--- config.mk ---
export PLATFORM = sky130hd
export DESIGN_NAME = srctl_top
export DESIGN_NICKNAME = d
export VERILOG_FILES = /design/src/verilog/srctl_pkg.sv /design/src/verilog/srctl_top.sv
export VERILOG_INCLUDE_DIRS = /design/src /design/src/verilog
export SDC_FILE = /design/constraint.sdc
export NUM_CORES = 1
export LEC_CHECK = 0
export BUFFER_PORTS_ARGS = -buffer_cell sky130_fd_sc_hd__buf_2
export CAP_MARGIN = 0
export CELL_PAD_IN_SITES_DETAIL_PLACEMENT = 0
export CELL_PAD_IN_SITES_GLOBAL_PLACEMENT = 2
export CORE_MARGIN = 8
export CORE_UTILIZATION = 39
export CTS_CLUSTER_SIZE = 28
export DETAILED_ROUTE_END_ITERATION = 8
export GPL_TIMING_DRIVEN = 1
export PLACE_DENSITY_LB_ADDON = 0.1
export SLEW_MARGIN = 10
export SYNTH_ARGS = -nofsm -noshare
export SYNTH_HDL_FRONTEND = slang
export SYNTH_SLANG_ARGS = --single-unit
--- constraint.sdc ---
create_clock -name clk_sys -period 5.8 [get_ports clk_sys]
set_input_delay 1.74 -clock clk_sys [delete_from_list [all_inputs] [get_ports clk_sys]]
set_output_delay 1.74 -clock clk_sys [all_outputs]
set_load 0.03 [all_outputs]
--- src/verilog/srctl_regs.svh ---
/*
  Offsets, field positions, reset values and timing counts of the switch
  reset and strap control registers.
  Assumes inclusion by bare name from the design module.
*/
`ifndef SRCTL_REGS_SVH
`define SRCTL_REGS_SVH

// ----------------------------------------------------------------------------
// Register offsets (byte addresses)
// ----------------------------------------------------------------------------
`define SRCTL_OFS_BUDGET_BASE   12'h300
`define SRCTL_OFS_BUDGET_LAST   12'h31c
`define SRCTL_OFS_BUDGET_SEL    12'h284
`define SRCTL_OFS_BUDGET_READ   12'h288
`define SRCTL_OFS_STRAP_STATUS  12'h400
`define SRCTL_OFS_RESET_CONTROL 12'h404

// ----------------------------------------------------------------------------
// Field positions
// ----------------------------------------------------------------------------
`define SRCTL_STS_MODE_LSB      0
`define SRCTL_STS_STRAP_LSB     5
`define SRCTL_CTL_FUND_BIT      0
`define SRCTL_CTL_HOT_BIT       1
`define SRCTL_CTL_HOLD_BIT      2
`define SRCTL_CTL_UNLOCK_BIT    3
`define SRCTL_CTL_BUDGET_BIT    4
`define SRCTL_CTL_LDDIS_BIT     5

// ----------------------------------------------------------------------------
// Reset values and timing
// ----------------------------------------------------------------------------
`define SRCTL_BUDGET_WORD_RST   32'h00000000
`define SRCTL_SEL_RST           8'h00
`define SRCTL_DELAY_NS          1000000
`define SRCTL_CLK_NS            20
`define SRCTL_DELAY_CYCLES      ((`SRCTL_DELAY_NS + `SRCTL_CLK_NS - 1) / `SRCTL_CLK_NS)

`endif

--- src/verilog/srctl_pkg.sv ---
/*
  Types shared by the switch reset and strap control registers.
  Assumes srctl_regs.svh holds the register offsets, field positions, reset values and timing constants.
*/
package srctl_pkg;

  typedef struct packed {
    logic        valid;
    logic        write;
    logic [11:0] addr;
    logic [31:0] wdata;
  } srctl_req_t;

  typedef struct packed {
    logic        valid;
    logic [31:0] rdata;
  } srctl_rsp_t;

  typedef struct packed {
    logic [2:0] mode;
    logic       clkDown;
    logic       clkUp;
    logic       smbSlow;
    logic       refClkMode;
    logic       resetHold;
  } srctl_strap_t;

  typedef enum logic [1:0] {
    SRCTL_IDLE,
    SRCTL_WAIT_FUND,
    SRCTL_WAIT_HOT
  } srctl_state_t;

endpackage : srctl_pkg

--- src/verilog/srctl_top.sv ---
/*
  Switch-wide status and control registers: eight power budget data
  words, the strap status word and the reset control word, with delayed
  self-initiated fundamental and hot reset.
  Assumes requests come from a configuration or SMBus front end that
  presents one request per cycle and takes the completion on rspOut.
  fundRstIn is the switch fundamental reset, hotRstIn an external hot
  reset; both are synchronous to clk_sys like sys_rst.
*/
`timescale 1ns/1ps
`include "srctl_regs.svh"

module srctl_top #(
  parameter int unsigned DELAY_CYCLES = `SRCTL_DELAY_CYCLES,
  parameter int unsigned WORDS        = 8
) (
  input  wire logic                 clk_sys,
  input  wire logic                 sys_rst,
  input  wire logic                 fundRstIn,
  input  wire logic                 hotRstIn,
  input  wire logic                 linkDownIn,
  input  wire logic                 eepromInitIn,
  input  wire srctl_pkg::srctl_strap_t strapIn,
  input  wire srctl_pkg::srctl_req_t   reqIn,
  output      srctl_pkg::srctl_rsp_t   rspOut,
  output      logic                 fundRstOut,
  output      logic                 hotRstOut,
  output      logic                 linkRetrainOut,
  output      logic                 coreHoldOut,
  output      logic                 lockableWriteEnOut
);
  import srctl_pkg::*;

  // --------------------------------------------------------------------------
  // State
  // --------------------------------------------------------------------------
  logic [31:0]  budgetWord_r [WORDS];
  logic [7:0]   budgetSel_r;
  srctl_strap_t strap_r;
  logic         resetHold_r;
  logic         lockUnlock_r;
  logic         budgetUnlock_r;
  logic         linkDownDis_r;
  logic         inReset_r;
  srctl_state_t state_r;
  srctl_state_t state_nxt;
  logic [31:0]  delay_r;
  logic [31:0]  delay_nxt;

  // --------------------------------------------------------------------------
  // Decode
  // --------------------------------------------------------------------------
  function automatic logic isBudget(input logic [11:0] a);
    isBudget = (a >= `SRCTL_OFS_BUDGET_BASE) && (a <= `SRCTL_OFS_BUDGET_LAST)
               && (a[1:0] == 2'h0);
  endfunction : isBudget

  wire         wrEn       = reqIn.valid & reqIn.write;
  wire         rdEn       = reqIn.valid & ~reqIn.write;
  wire         hitBudget  = isBudget(reqIn.addr);
  wire [2:0]   budgetIdx  = reqIn.addr[4:2];
  wire         hitSel     = reqIn.addr == `SRCTL_OFS_BUDGET_SEL;
  wire         hitRead    = reqIn.addr == `SRCTL_OFS_BUDGET_READ;
  wire         hitStatus  = reqIn.addr == `SRCTL_OFS_STRAP_STATUS;
  wire         hitControl = reqIn.addr == `SRCTL_OFS_RESET_CONTROL;
  wire         wrControl  = wrEn & hitControl;
  wire         budgetWrOk = wrEn & hitBudget & budgetUnlock_r;
  wire         reqFund    = wrControl & reqIn.wdata[`SRCTL_CTL_FUND_BIT];
  wire         reqHot     = wrControl & reqIn.wdata[`SRCTL_CTL_HOT_BIT];
  wire         hotAny     = hotRstIn | (linkDownIn & ~linkDownDis_r);
  wire         delayDone  = delay_r == 32'h00000001;

  // Readout of the selected word, zero beyond seven
  wire [31:0]  budgetRead = (budgetSel_r < 8'(WORDS)) ?
                            budgetWord_r[budgetSel_r[2:0]] : 32'h00000000;

  wire [31:0]  statusWord = {22'h000000, strap_r.resetHold, strap_r.refClkMode,
                             strap_r.smbSlow, strap_r.clkUp, strap_r.clkDown,
                             2'h0, strap_r.mode};
  wire [31:0]  controlWord = {26'h0000000, linkDownDis_r, budgetUnlock_r, lockUnlock_r,
                              resetHold_r, 2'h0};

  wire [31:0]  readMux = hitBudget  ? budgetWord_r[budgetIdx] :
                         hitSel     ? {24'h000000, budgetSel_r} :
                         hitRead    ? budgetRead :
                         hitStatus  ? statusWord :
                         hitControl ? controlWord : 32'h00000000;

  // --------------------------------------------------------------------------
  // Delayed reset sequencer
  // --------------------------------------------------------------------------
  always_comb begin
    state_nxt = state_r;
    delay_nxt = delay_r;
    case (state_r)
      SRCTL_IDLE: begin
        if (reqFund) begin
          state_nxt = SRCTL_WAIT_FUND;
          delay_nxt = DELAY_CYCLES;
        end else if (reqHot) begin
          state_nxt = SRCTL_WAIT_HOT;
          delay_nxt = DELAY_CYCLES;
        end
      end
      SRCTL_WAIT_FUND, SRCTL_WAIT_HOT: begin
        if (reqFund && state_r == SRCTL_WAIT_HOT) begin
          state_nxt = SRCTL_WAIT_FUND;
        end
        if (delayDone) begin
          state_nxt = SRCTL_IDLE;
          delay_nxt = 32'h00000000;
        end else begin
          delay_nxt = delay_r - 32'h00000001;
        end
      end
      default: begin
        state_nxt = SRCTL_IDLE;
        delay_nxt = 32'h00000000;
      end
    endcase
  end

  wire fireFund = delayDone & (state_r == SRCTL_WAIT_FUND);
  wire fireHot  = delayDone & (state_r == SRCTL_WAIT_HOT);

  always_ff @(posedge clk_sys) begin
    if (sys_rst || fundRstIn) begin
      state_r <= SRCTL_IDLE;
      delay_r <= 32'h00000000;
    end else begin
      state_r <= state_nxt;
      delay_r <= delay_nxt;
    end
  end

  // --------------------------------------------------------------------------
  // Registers; sticky fields clear only on fundamental reset, budget words and select only on sys_rst
  // --------------------------------------------------------------------------
  wire fundAny = sys_rst | fundRstIn;

  always_ff @(posedge clk_sys) begin
    if (fundAny) begin
      strap_r        <= strapIn;
      resetHold_r    <= strapIn.resetHold;
      lockUnlock_r   <= 1'b1;
      budgetUnlock_r <= 1'b0;
      linkDownDis_r  <= 1'b0;
      inReset_r      <= 1'b1;
    end else if (hotAny || fireHot) begin
      resetHold_r    <= resetHold_r | strapIn.resetHold;
      lockUnlock_r   <= 1'b1;
      inReset_r      <= 1'b1;
    end else begin
      if (eepromInitIn) begin
        inReset_r <= 1'b0;
      end
      if (wrControl) begin
        if (inReset_r) begin
          resetHold_r <= reqIn.wdata[`SRCTL_CTL_HOLD_BIT];
        end
        lockUnlock_r  <= reqIn.wdata[`SRCTL_CTL_UNLOCK_BIT];
        linkDownDis_r <= reqIn.wdata[`SRCTL_CTL_LDDIS_BIT];
        if (lockUnlock_r) begin
          budgetUnlock_r <= reqIn.wdata[`SRCTL_CTL_BUDGET_BIT];
        end
      end
    end
  end

  always_ff @(posedge clk_sys) begin
    if (sys_rst) begin
      budgetSel_r <= `SRCTL_SEL_RST;
      for (int i = 0; i < WORDS; i++) begin
        budgetWord_r[i] <= `SRCTL_BUDGET_WORD_RST;
      end
    end else begin
      if (budgetWrOk) begin
        budgetWord_r[budgetIdx] <= reqIn.wdata;
      end
      if (wrEn && hitSel) begin
        budgetSel_r <= reqIn.wdata[7:0];
      end
    end
  end

  // --------------------------------------------------------------------------
  // Outputs
  // --------------------------------------------------------------------------
  always_ff @(posedge clk_sys) begin
    if (sys_rst) begin
      rspOut             <= '0;
      fundRstOut         <= 1'b0;
      hotRstOut          <= 1'b0;
      linkRetrainOut     <= 1'b0;
      coreHoldOut        <= 1'b0;
      lockableWriteEnOut <= 1'b0;
    end else begin
      rspOut.valid       <= reqIn.valid;
      rspOut.rdata       <= rdEn ? readMux : 32'h00000000;
      fundRstOut         <= fireFund;
      hotRstOut          <= fireHot | hotAny;
      linkRetrainOut     <= fireHot;
      coreHoldOut        <= resetHold_r;
      lockableWriteEnOut <= lockUnlock_r;
    end
  end

endmodule : srctl_top

# After elaboration in Yosys (flattened, before gate mapping)
# Memories as Yosys holds them, arrays and structs flattened. A register that Yosys moved wholly into a read port is not among the register bits.
# Cells that the tools add are included.
[word_totals] reg_bits=93 ramBits=256 in_bits=60 output_inout_bits=38 word_cells=100 mem_count=1
[memory_table] memory="budgetWord_r" words=8 width=32 rd=2 rd_ports_with_merged_regs=1 wr=8 line_no="srctl_top.sv:37" source="logic [31:0] budgetWord_r [WORDS];"
[op_classes] n_addsub=1 n_lt_le_gt_ge=3 eq_ne=9 muxes=29 bitwise_logic=18 n_reduce_logical=18
[op_table] cell="two-way mux 32 bit" n=8
[op_table] cell="one-hot mux 32 bit (2 select lines)" n=1
[op_table] cell="equality test 32 x 1 -> 1 bit, second input constant" n=1
[op_table] cell="OR reduction 32 bit" n=1
[op_table] cell="subtractor 32 x 1 -> 32 bit, second input constant" n=1
[op_table] cell="equality test 12 x 10 -> 1 bit, second input constant" n=2
[op_table] cell="equality test 12 x 11 -> 1 bit, second input constant" n=2
[op_table] cell=">= comparator 12 x 10 -> 1 bit, second input constant" n=1
[op_table] cell="less-or-equal comparator 12 x 10 -> 1 bit, second input constant" n=1
[op_table] cell="bitwise AND 1 bit" n=10
[op_table] cell="two-way mux 1 bit" n=10
[op_table] cell="two-way mux 10 bit" n=1
[op_table] cell="two-way mux 3 bit" n=3
[op_table] cell="less-than comparator 8 x 4 -> 1 bit, second input constant" n=1
[op_table] cell="two-way mux 2 bit" n=4
[op_table] cell="two-way mux 6 bit" n=1
[op_table] cell="!= test 3 bit, second input constant" n=2
[op_table] cell="AND reduction 2 bit" n=3
[op_table] cell="nonzero test 3 bit" n=2
[op_table] cell="OR reduction 2 bit" n=3
[op_table] cell="logical AND 1 bit" n=4
[op_table] cell="zero test 2 bit" n=2
[op_table] cell="inverter 1 bit" n=4
[op_table] cell="bitwise OR 1 bit" n=4
[op_table] cell="5 further kinds" n=6

# Depth between registers and ports, before layout
# Gate-level depths: netlist (run 1).
[depth] word_depth=10 depth_mapped=9 mapped_depth_nobuf=7

# Worst setup path after synthesis (run 1)
# No wires, ideal clock.
[synth_path] kind="input to register" start="in reqIn[38] (netlist bit)" end="mem budgetWord_r[3][0], enable pin" arrival_ns=3.577 t_required_ns=5.425 setup_slack_ns=1.848 path_stages=6 n_path_buf=1 cell_sequence="nor4b_4 > nand4b_2 > or4_1 > buf_2 > nor2_2 > or2_2"
[synth_rtl] element="from (decl)" line_no="srctl_top.sv:24" source="input wire srctl_pkg::srctl_req_t reqIn,"
[synth_rtl] element="to (decl)" line_no="srctl_top.sv:37"

==> results of run 1 <==
-- sequential cells by signal, summed over array words and instances, names as in the netlist, 2 cells and up, named ones only --
register / cells
budgetSel_r: 8
state_r: 2
delay_r: 32
rspOut: 33
statusWord: 8
budgetWord_r: 256
-- kinds of logic after synthesis --
group / after synthesis / synth area share, %
AND/OR/NAND/NOR: 487 / 16.4
flip-flops: 352 / 55.1
multiplexers: 199 / 20.4
buffers and inverters: 101 / 2.55
AO/OA/AOI/OAI: 97 / 3.81
XOR/XNOR: 25 / 1.24
adder cells (fa/ha/maj): 6 / 0.427
-- path summary, 6_finish.rpt --
path / startpoint / end / slack (ns) / cells past startpoint
setup / recovery: reqIn[38] / budgetWord_r[7][24] / 1.45 / 7
hold reg to reg: inReset_r / inReset_r / 0.47 / 2
setup reg to reg: flop / rspOut[0] / 2.95 / 6
hold / removal: inReset_r / inReset_r / 0.47 / 2
-- cell usage after synthesis, types with 3 or more instances --
| library cell | number | area [sq um] |
|---|---|---|
| edfxtp_1 | 265 | 7960 |
| and2_1 | 256 | 1600 |
| mux4_2 | 128 | 2880 |
| dfxtp_1 | 87 | 1740 |
| nor2_1 | 77 | 289 |
| mux2i_1 | 69 | 691 |
| clkbuf_1 | 36 | 135 |
| nand2_1 | 33 | 124 |
| a21oi_1 | 25 | 125 |
| buf_2 | 25 | 125 |
| o22a_1 | 22 | 193 |
| o21ai_0 | 21 | 105 |
| nor3_1 | 19 | 95.1 |
| or2_2 | 17 | 106 |
| clkbuf_2 | 15 | 75.1 |
| nand3_1 | 14 | 70.1 |
| xnor2_1 | 13 | 114 |
| xor2_1 | 12 | 105 |
| inv_1 | 11 | 41.3 |
| buf_1 | 9 | 33.8 |
| nor4_1 | 8 | 50.1 |
| nor2_2 | 7 | 43.8 |
| ha_1 | 6 | 75.1 |
| nand2b_1 | 6 | 37.5 |
| nand4_1 | 6 | 37.5 |
| o211ai_1 | 6 | 45.0 |
| o21ai_1 | 6 | 30.0 |
| or4_1 | 6 | 45.0 |
| and3_1 | 4 | 25.0 |
| buf_4 | 3 | 22.5 |
| nor2b_1 | 3 | 18.8 |
| nor3_4 | 3 | 48.8 |
| nor3b_1 | 3 | 22.5 |
| o22ai_1 | 3 | 18.8 |
-- layout make-up --
cell class | instances | area (sq um)
Fill cell | 4032 | 24800
Sequential cell | 352 | 9710
Multi-Input combinational cell | 814 | 7440
Clock buffer | 56 | 1230
Timing Repair Buffer | 129 | 831
Tap cell | 600 | 751
Clock inverter | 22 | 229
Inverter | 12 | 45.0
Antenna cell | 1 | 2.50
-- worst max-delay path, cell delays in order --
cell,delay (ns)
buf_2,0.13
nor4b_4,0.32
nand4b_2,0.56
or4_1,0.92
nor2_4,0.16
or2_2,0.49
buf_12,0.26
-- power breakdown --
part | switching, uW | internal, uW | leakage, uW
Sequential | 34.1 | 2770 | 0.00342
Combinational | 182 | 135 | 0.00308
Clock | 1080 | 1700 | 0.000712
Total | 1290 | 4610 | 0.00722
-- metal layers --
layer	routed length, microns	track usage [%]	vias to the layer above
li1	-	-	4937
met2	23300	30.9	231
met1	21500	24.4	5409
met3	2090	3.45	54
met4	801	4.21	0
met5	0	0	-
-- stage by stage --
| stage | utilization [%] | instance area, sq um | setup slack, ns |
|---|---|---|---|
| floorplan | - | 17600 | 1.85 |
| global placement | 41.7 | 18800 | 0.912 |
| detailed placement | 41.7 | 18800 | 0.885 |
| CTS | 45.0 | 20200 | 1.48 |
| global route | 45.0 | 20200 | 1.33 |
| finish | 45.0 | 20200 | 1.45 |
==> impl_metrics.tcl, run 1 <==
set metrics [dict create \
    relSlewSlack_pct 36.7 \
    final_nets 1417 \
    synth_flop_cell "edfxtp_1" \
    yosys_register_bits 352 \
    synthCells 1267 \
    h-tree-depth 2 \
    maxCapViolations 0 \
    hold_viol 0 \
    cp_max_fo 18 \
    slew_violations 0 \
    clk_pin_slew_worst_paths_ns 0.06 \
    holdBufCountCts 0 \
    num_vias 10631 \
    die_h_microns 228 \
    rows 78 \
    synth_nets 1333 \
    synth.avg_cell_area_sq_um 13.9 \
    mostFrequentLayoutCell "edfxtp_1" \
    cts_root_buf "clkbuf_16" \
    drive_gt1_share_pct 26.7 \
    final_cell_mix "edfxtp_1 (265), and2_1 (256), mux4_2 (128)" \
    finalCritPeriodShare_pct 75.0 \
    ctsResizeCount 0 \
    die-area_sq_mm 0.0522 \
    post_cts_buffers 0 \
    ir_drop_mv 0.186 \
    cts_made_buffers 42 \
    cp-start-kind "input pin" \
    power_uw 5900 \
    min_path_type "flop to flop" \
    die_width_microns 228 \
    grt_max_degree 41 \
    start_util_pct 39.1 \
    grt_pass1_vias 11530 \
    critPathRequiredTime_ns 6.06 \
    place_congestion 0.761 \
    syn_area_sq_mm 0.0176 \
    status "completed" \
    worstSetupPathType "input pin to flop" \
    rsz0062_at_grt "no" \
    leakagePower_uw 0.00722 \
    grt_pass1_wl_mm 73.0 \
    drt-wirelength-per-cell_microns 24.0 \
    grt_overflow 0 \
    cts_buffer_depth 3 \
    synth_cell_type_count 67 \
    ios 98 \
    hold_ws_ns 0.474 \
    clk_latency_ns 0.56 \
    core_region_area_sq_mm 0.0450 \
    grt.total_usage_pct 18.3 \
    p_per_area_mw_per_mm2 292 \
    dp.cells 1907 \
    routed_wl_mm 47.7 \
    layout.cells.non_filler 1986 \
    drcViolationCount 0 \
    worstPathArrival_ns 4.61 \
    dp_hpwl_mm 28.7 \
    tightest_slew_ns 0.949 \
    cts_tree "built" \
    port_buffers 97 \
    routed_via_density 5.35 \
    syn_to_final_growth_pct 15.0 \
    min_period_ns 4.35 \
    synth_edf_count 265 \
    fin_tns_setup_ns 0 \
    ant_nets 0 \
    clock_sinks 352 \
    fmax_mhz 230 \
    antenna_found_initial 1 \
    async_flop_share_pct 0 \
    drt_iter0_markers 653 \
    critPathCaptureType "flop" \
    synth-seq-area-share_pct 55.1 \
    dr.pass1.iters 4 \
    setup_viol 0 \
    skew_ns 0.0126 \
    yosys_warnings 0 \
]
Note: power is estimated with default switching activity, not from simulation.
==> run 2, diff against run 1 <==
clock period = 4.09 ns   (was 5.8 ns; I/O delays follow)
==> impl_metrics.tcl, run 2 (synthesis results as in run 1) <==
set metrics [dict create \
    status "completed" \
    dpl-instance-area_sq_mm 0.0189 \
    cp-start-kind "input pin" \
    fmax_mhz 313 \
    layout.cells.non_filler 2002 \
    tightest_slew_ns 0.949 \
    place_congestion 0.756 \
    grt_pass1_vias 11490 \
    drt_iter0_markers 634 \
    final_nets 1433 \
    p_per_area_mw_per_mm2 403 \
    final_area_sq_mm 0.0203 \
    critPathCaptureType "flop" \
    start_util_pct 39.1 \
    worstPathArrival_ns 3.39 \
    grt.total_usage_pct 18.0 \
    ctsResizeCount 0 \
    cts_buffer_depth 3 \
    top_register "budgetWord_r" \
    drive_gt1_share_pct 27.1 \
    die-area_sq_mm 0.0522 \
    ios 98 \
    drt-wirelength-per-cell_microns 23.4 \
    relSlewSlack_pct 36.7 \
    fin_tns_setup_ns 0 \
    routed_wl_mm 46.9 \
    finalCritPeriodShare_pct 78.2 \
    routed_via_density 5.37 \
    cts_tree "built" \
    antenna_found_initial 1 \
    post_cts_buffers 0 \
    min_period_ns 3.20 \
    power_uw 8170 \
    num_antenna_cells 0 \
    grt_overflow 0 \
    final_cell_mix "edfxtp_1 (265), and2_1 (256), mux4_2 (128)" \
    die_width_microns 228 \
    die_h_microns 228 \
    mostFrequentLayoutCell "edfxtp_1" \
    slew_violations 0 \
    cp_max_fo 31 \
    startpoint "reqIn[38]" \
    holdBufCountCts 0 \
    cp_slowest_stage_delay_ns 0.72 \
    ir_drop_mv 0.251 \
    post-route-util_pct 45.0 \
    largest_reg_flops 256 \
    rsz0062_at_grt "no" \
    dr.pass1.iters 5 \
    timing.rr.end "delay_r[5]" \
    cts_root_buf "clkbuf_16" \
    cp_cell_sequence "buf_2, nor4b_4, nand4b_2, or4_1, nor2_2, or2_2, buf_4" \
    skew_ns 0.0158 \
    dp.cells 1922 \
    h-tree-depth 2 \
    maxCapViolations 0 \
    clk_latency_ns 0.56 \
    dp_hpwl_mm 28.9 \
    cp-endpoint "budgetWord_r[4][12]" \
    grt_pass1_wl_mm 71.9 \
    setup_viol 0 \
    core_region_area_sq_mm 0.0450 \
    cts_made_buffers 43 \
    rows 78 \
    grt_max_degree 39 \
    critPathRequiredTime_ns 4.28 \
    min_path_type "flop to flop" \
    largestRegisters "budgetWord_r (256), rspOut (33), delay_r (32)" \
    r2r_start "delay_r[21]" \
    syn_to_final_growth_pct 15.2 \
    r2r_setup_slack_ns 1.31 \
    drcViolationCount 0 \
    ant_nets 0 \
    slowest_stage "or4_1" \
    leakagePower_uw 0.00725 \
    clk_pin_slew_worst_paths_ns 0.06 \
    clock_sinks 352 \
    port_buffers 97 \
    reg2regPathDepth 6 \
    worstSetupPathType "input pin to flop" \
    num_vias 10757 \
    hold_viol 0 \
]
==> run 2: layout make-up <==
type	count	area, sq um
fill	4059	24700
clock inverter	16	164
sequential	352	9710
multi-input combinational	814	7440
clock buffer	64	1220
inverter	12	45.0
timing repair buffer	144	943
tap	600	751
==> run 2: worst min-delay path by stage <==
| stage | start | endpoint | slack, ns | cells past startpoint |
|---|---|---|---|---|
| 3_3_place_gp | inReset_r | inReset_r | 0.45 | 2 |
| 5_1_grt | inReset_r | inReset_r | 0.52 | 2 |
| 4_1_cts | inReset_r | inReset_r | 0.47 | 2 |
| 3_5_place_dp | inReset_r | inReset_r | 0.46 | 2 |
| 2_1_floorplan | inReset_r | inReset_r | 0.44 | 2 |
| 6_report | inReset_r | inReset_r | 0.47 | 2 |
==> run 2: metrics by stage <==
step / setup slack, ns / hold WS, ns
final: 0.894 / 0.469
after detailed placement: 0.299 / 0.462
after global routing: 0.774 / 0.520
after floorplan: 0.651 / 0.441
after CTS: 0.908 / 0.471
after global placement: 0.339 / 0.455
==> run 2: worst max-delay path, delay by kind of cell <==
kind                   cells  cell delay [ns]
AND/OR/NAND/NOR            5             1.55
buffers and inverters      2             0.60
==> run 2: power breakdown <==
group | internal [uW] | leakage (uW) | switching (uW)
logic | 194 | 0.00315 | 257
clock network | 2250 | 0.000675 | 1500
registers | 3930 | 0.00342 | 43.6
==> run 2: metal layers <==
layer / wire (microns) / vias to the layer above / GRT usage (%) / share of wire [%]
li1: - / 4969 / - / -
met1: 20700 / 5481 / 23.6 / 44
met2: 22900 / 242 / 30.2 / 49
met3: 2290 / 63 / 3.71 / 4.9
met4: 901 / 2 / 4.45 / 1.9
met5: 13 / - / 0 / 0.028
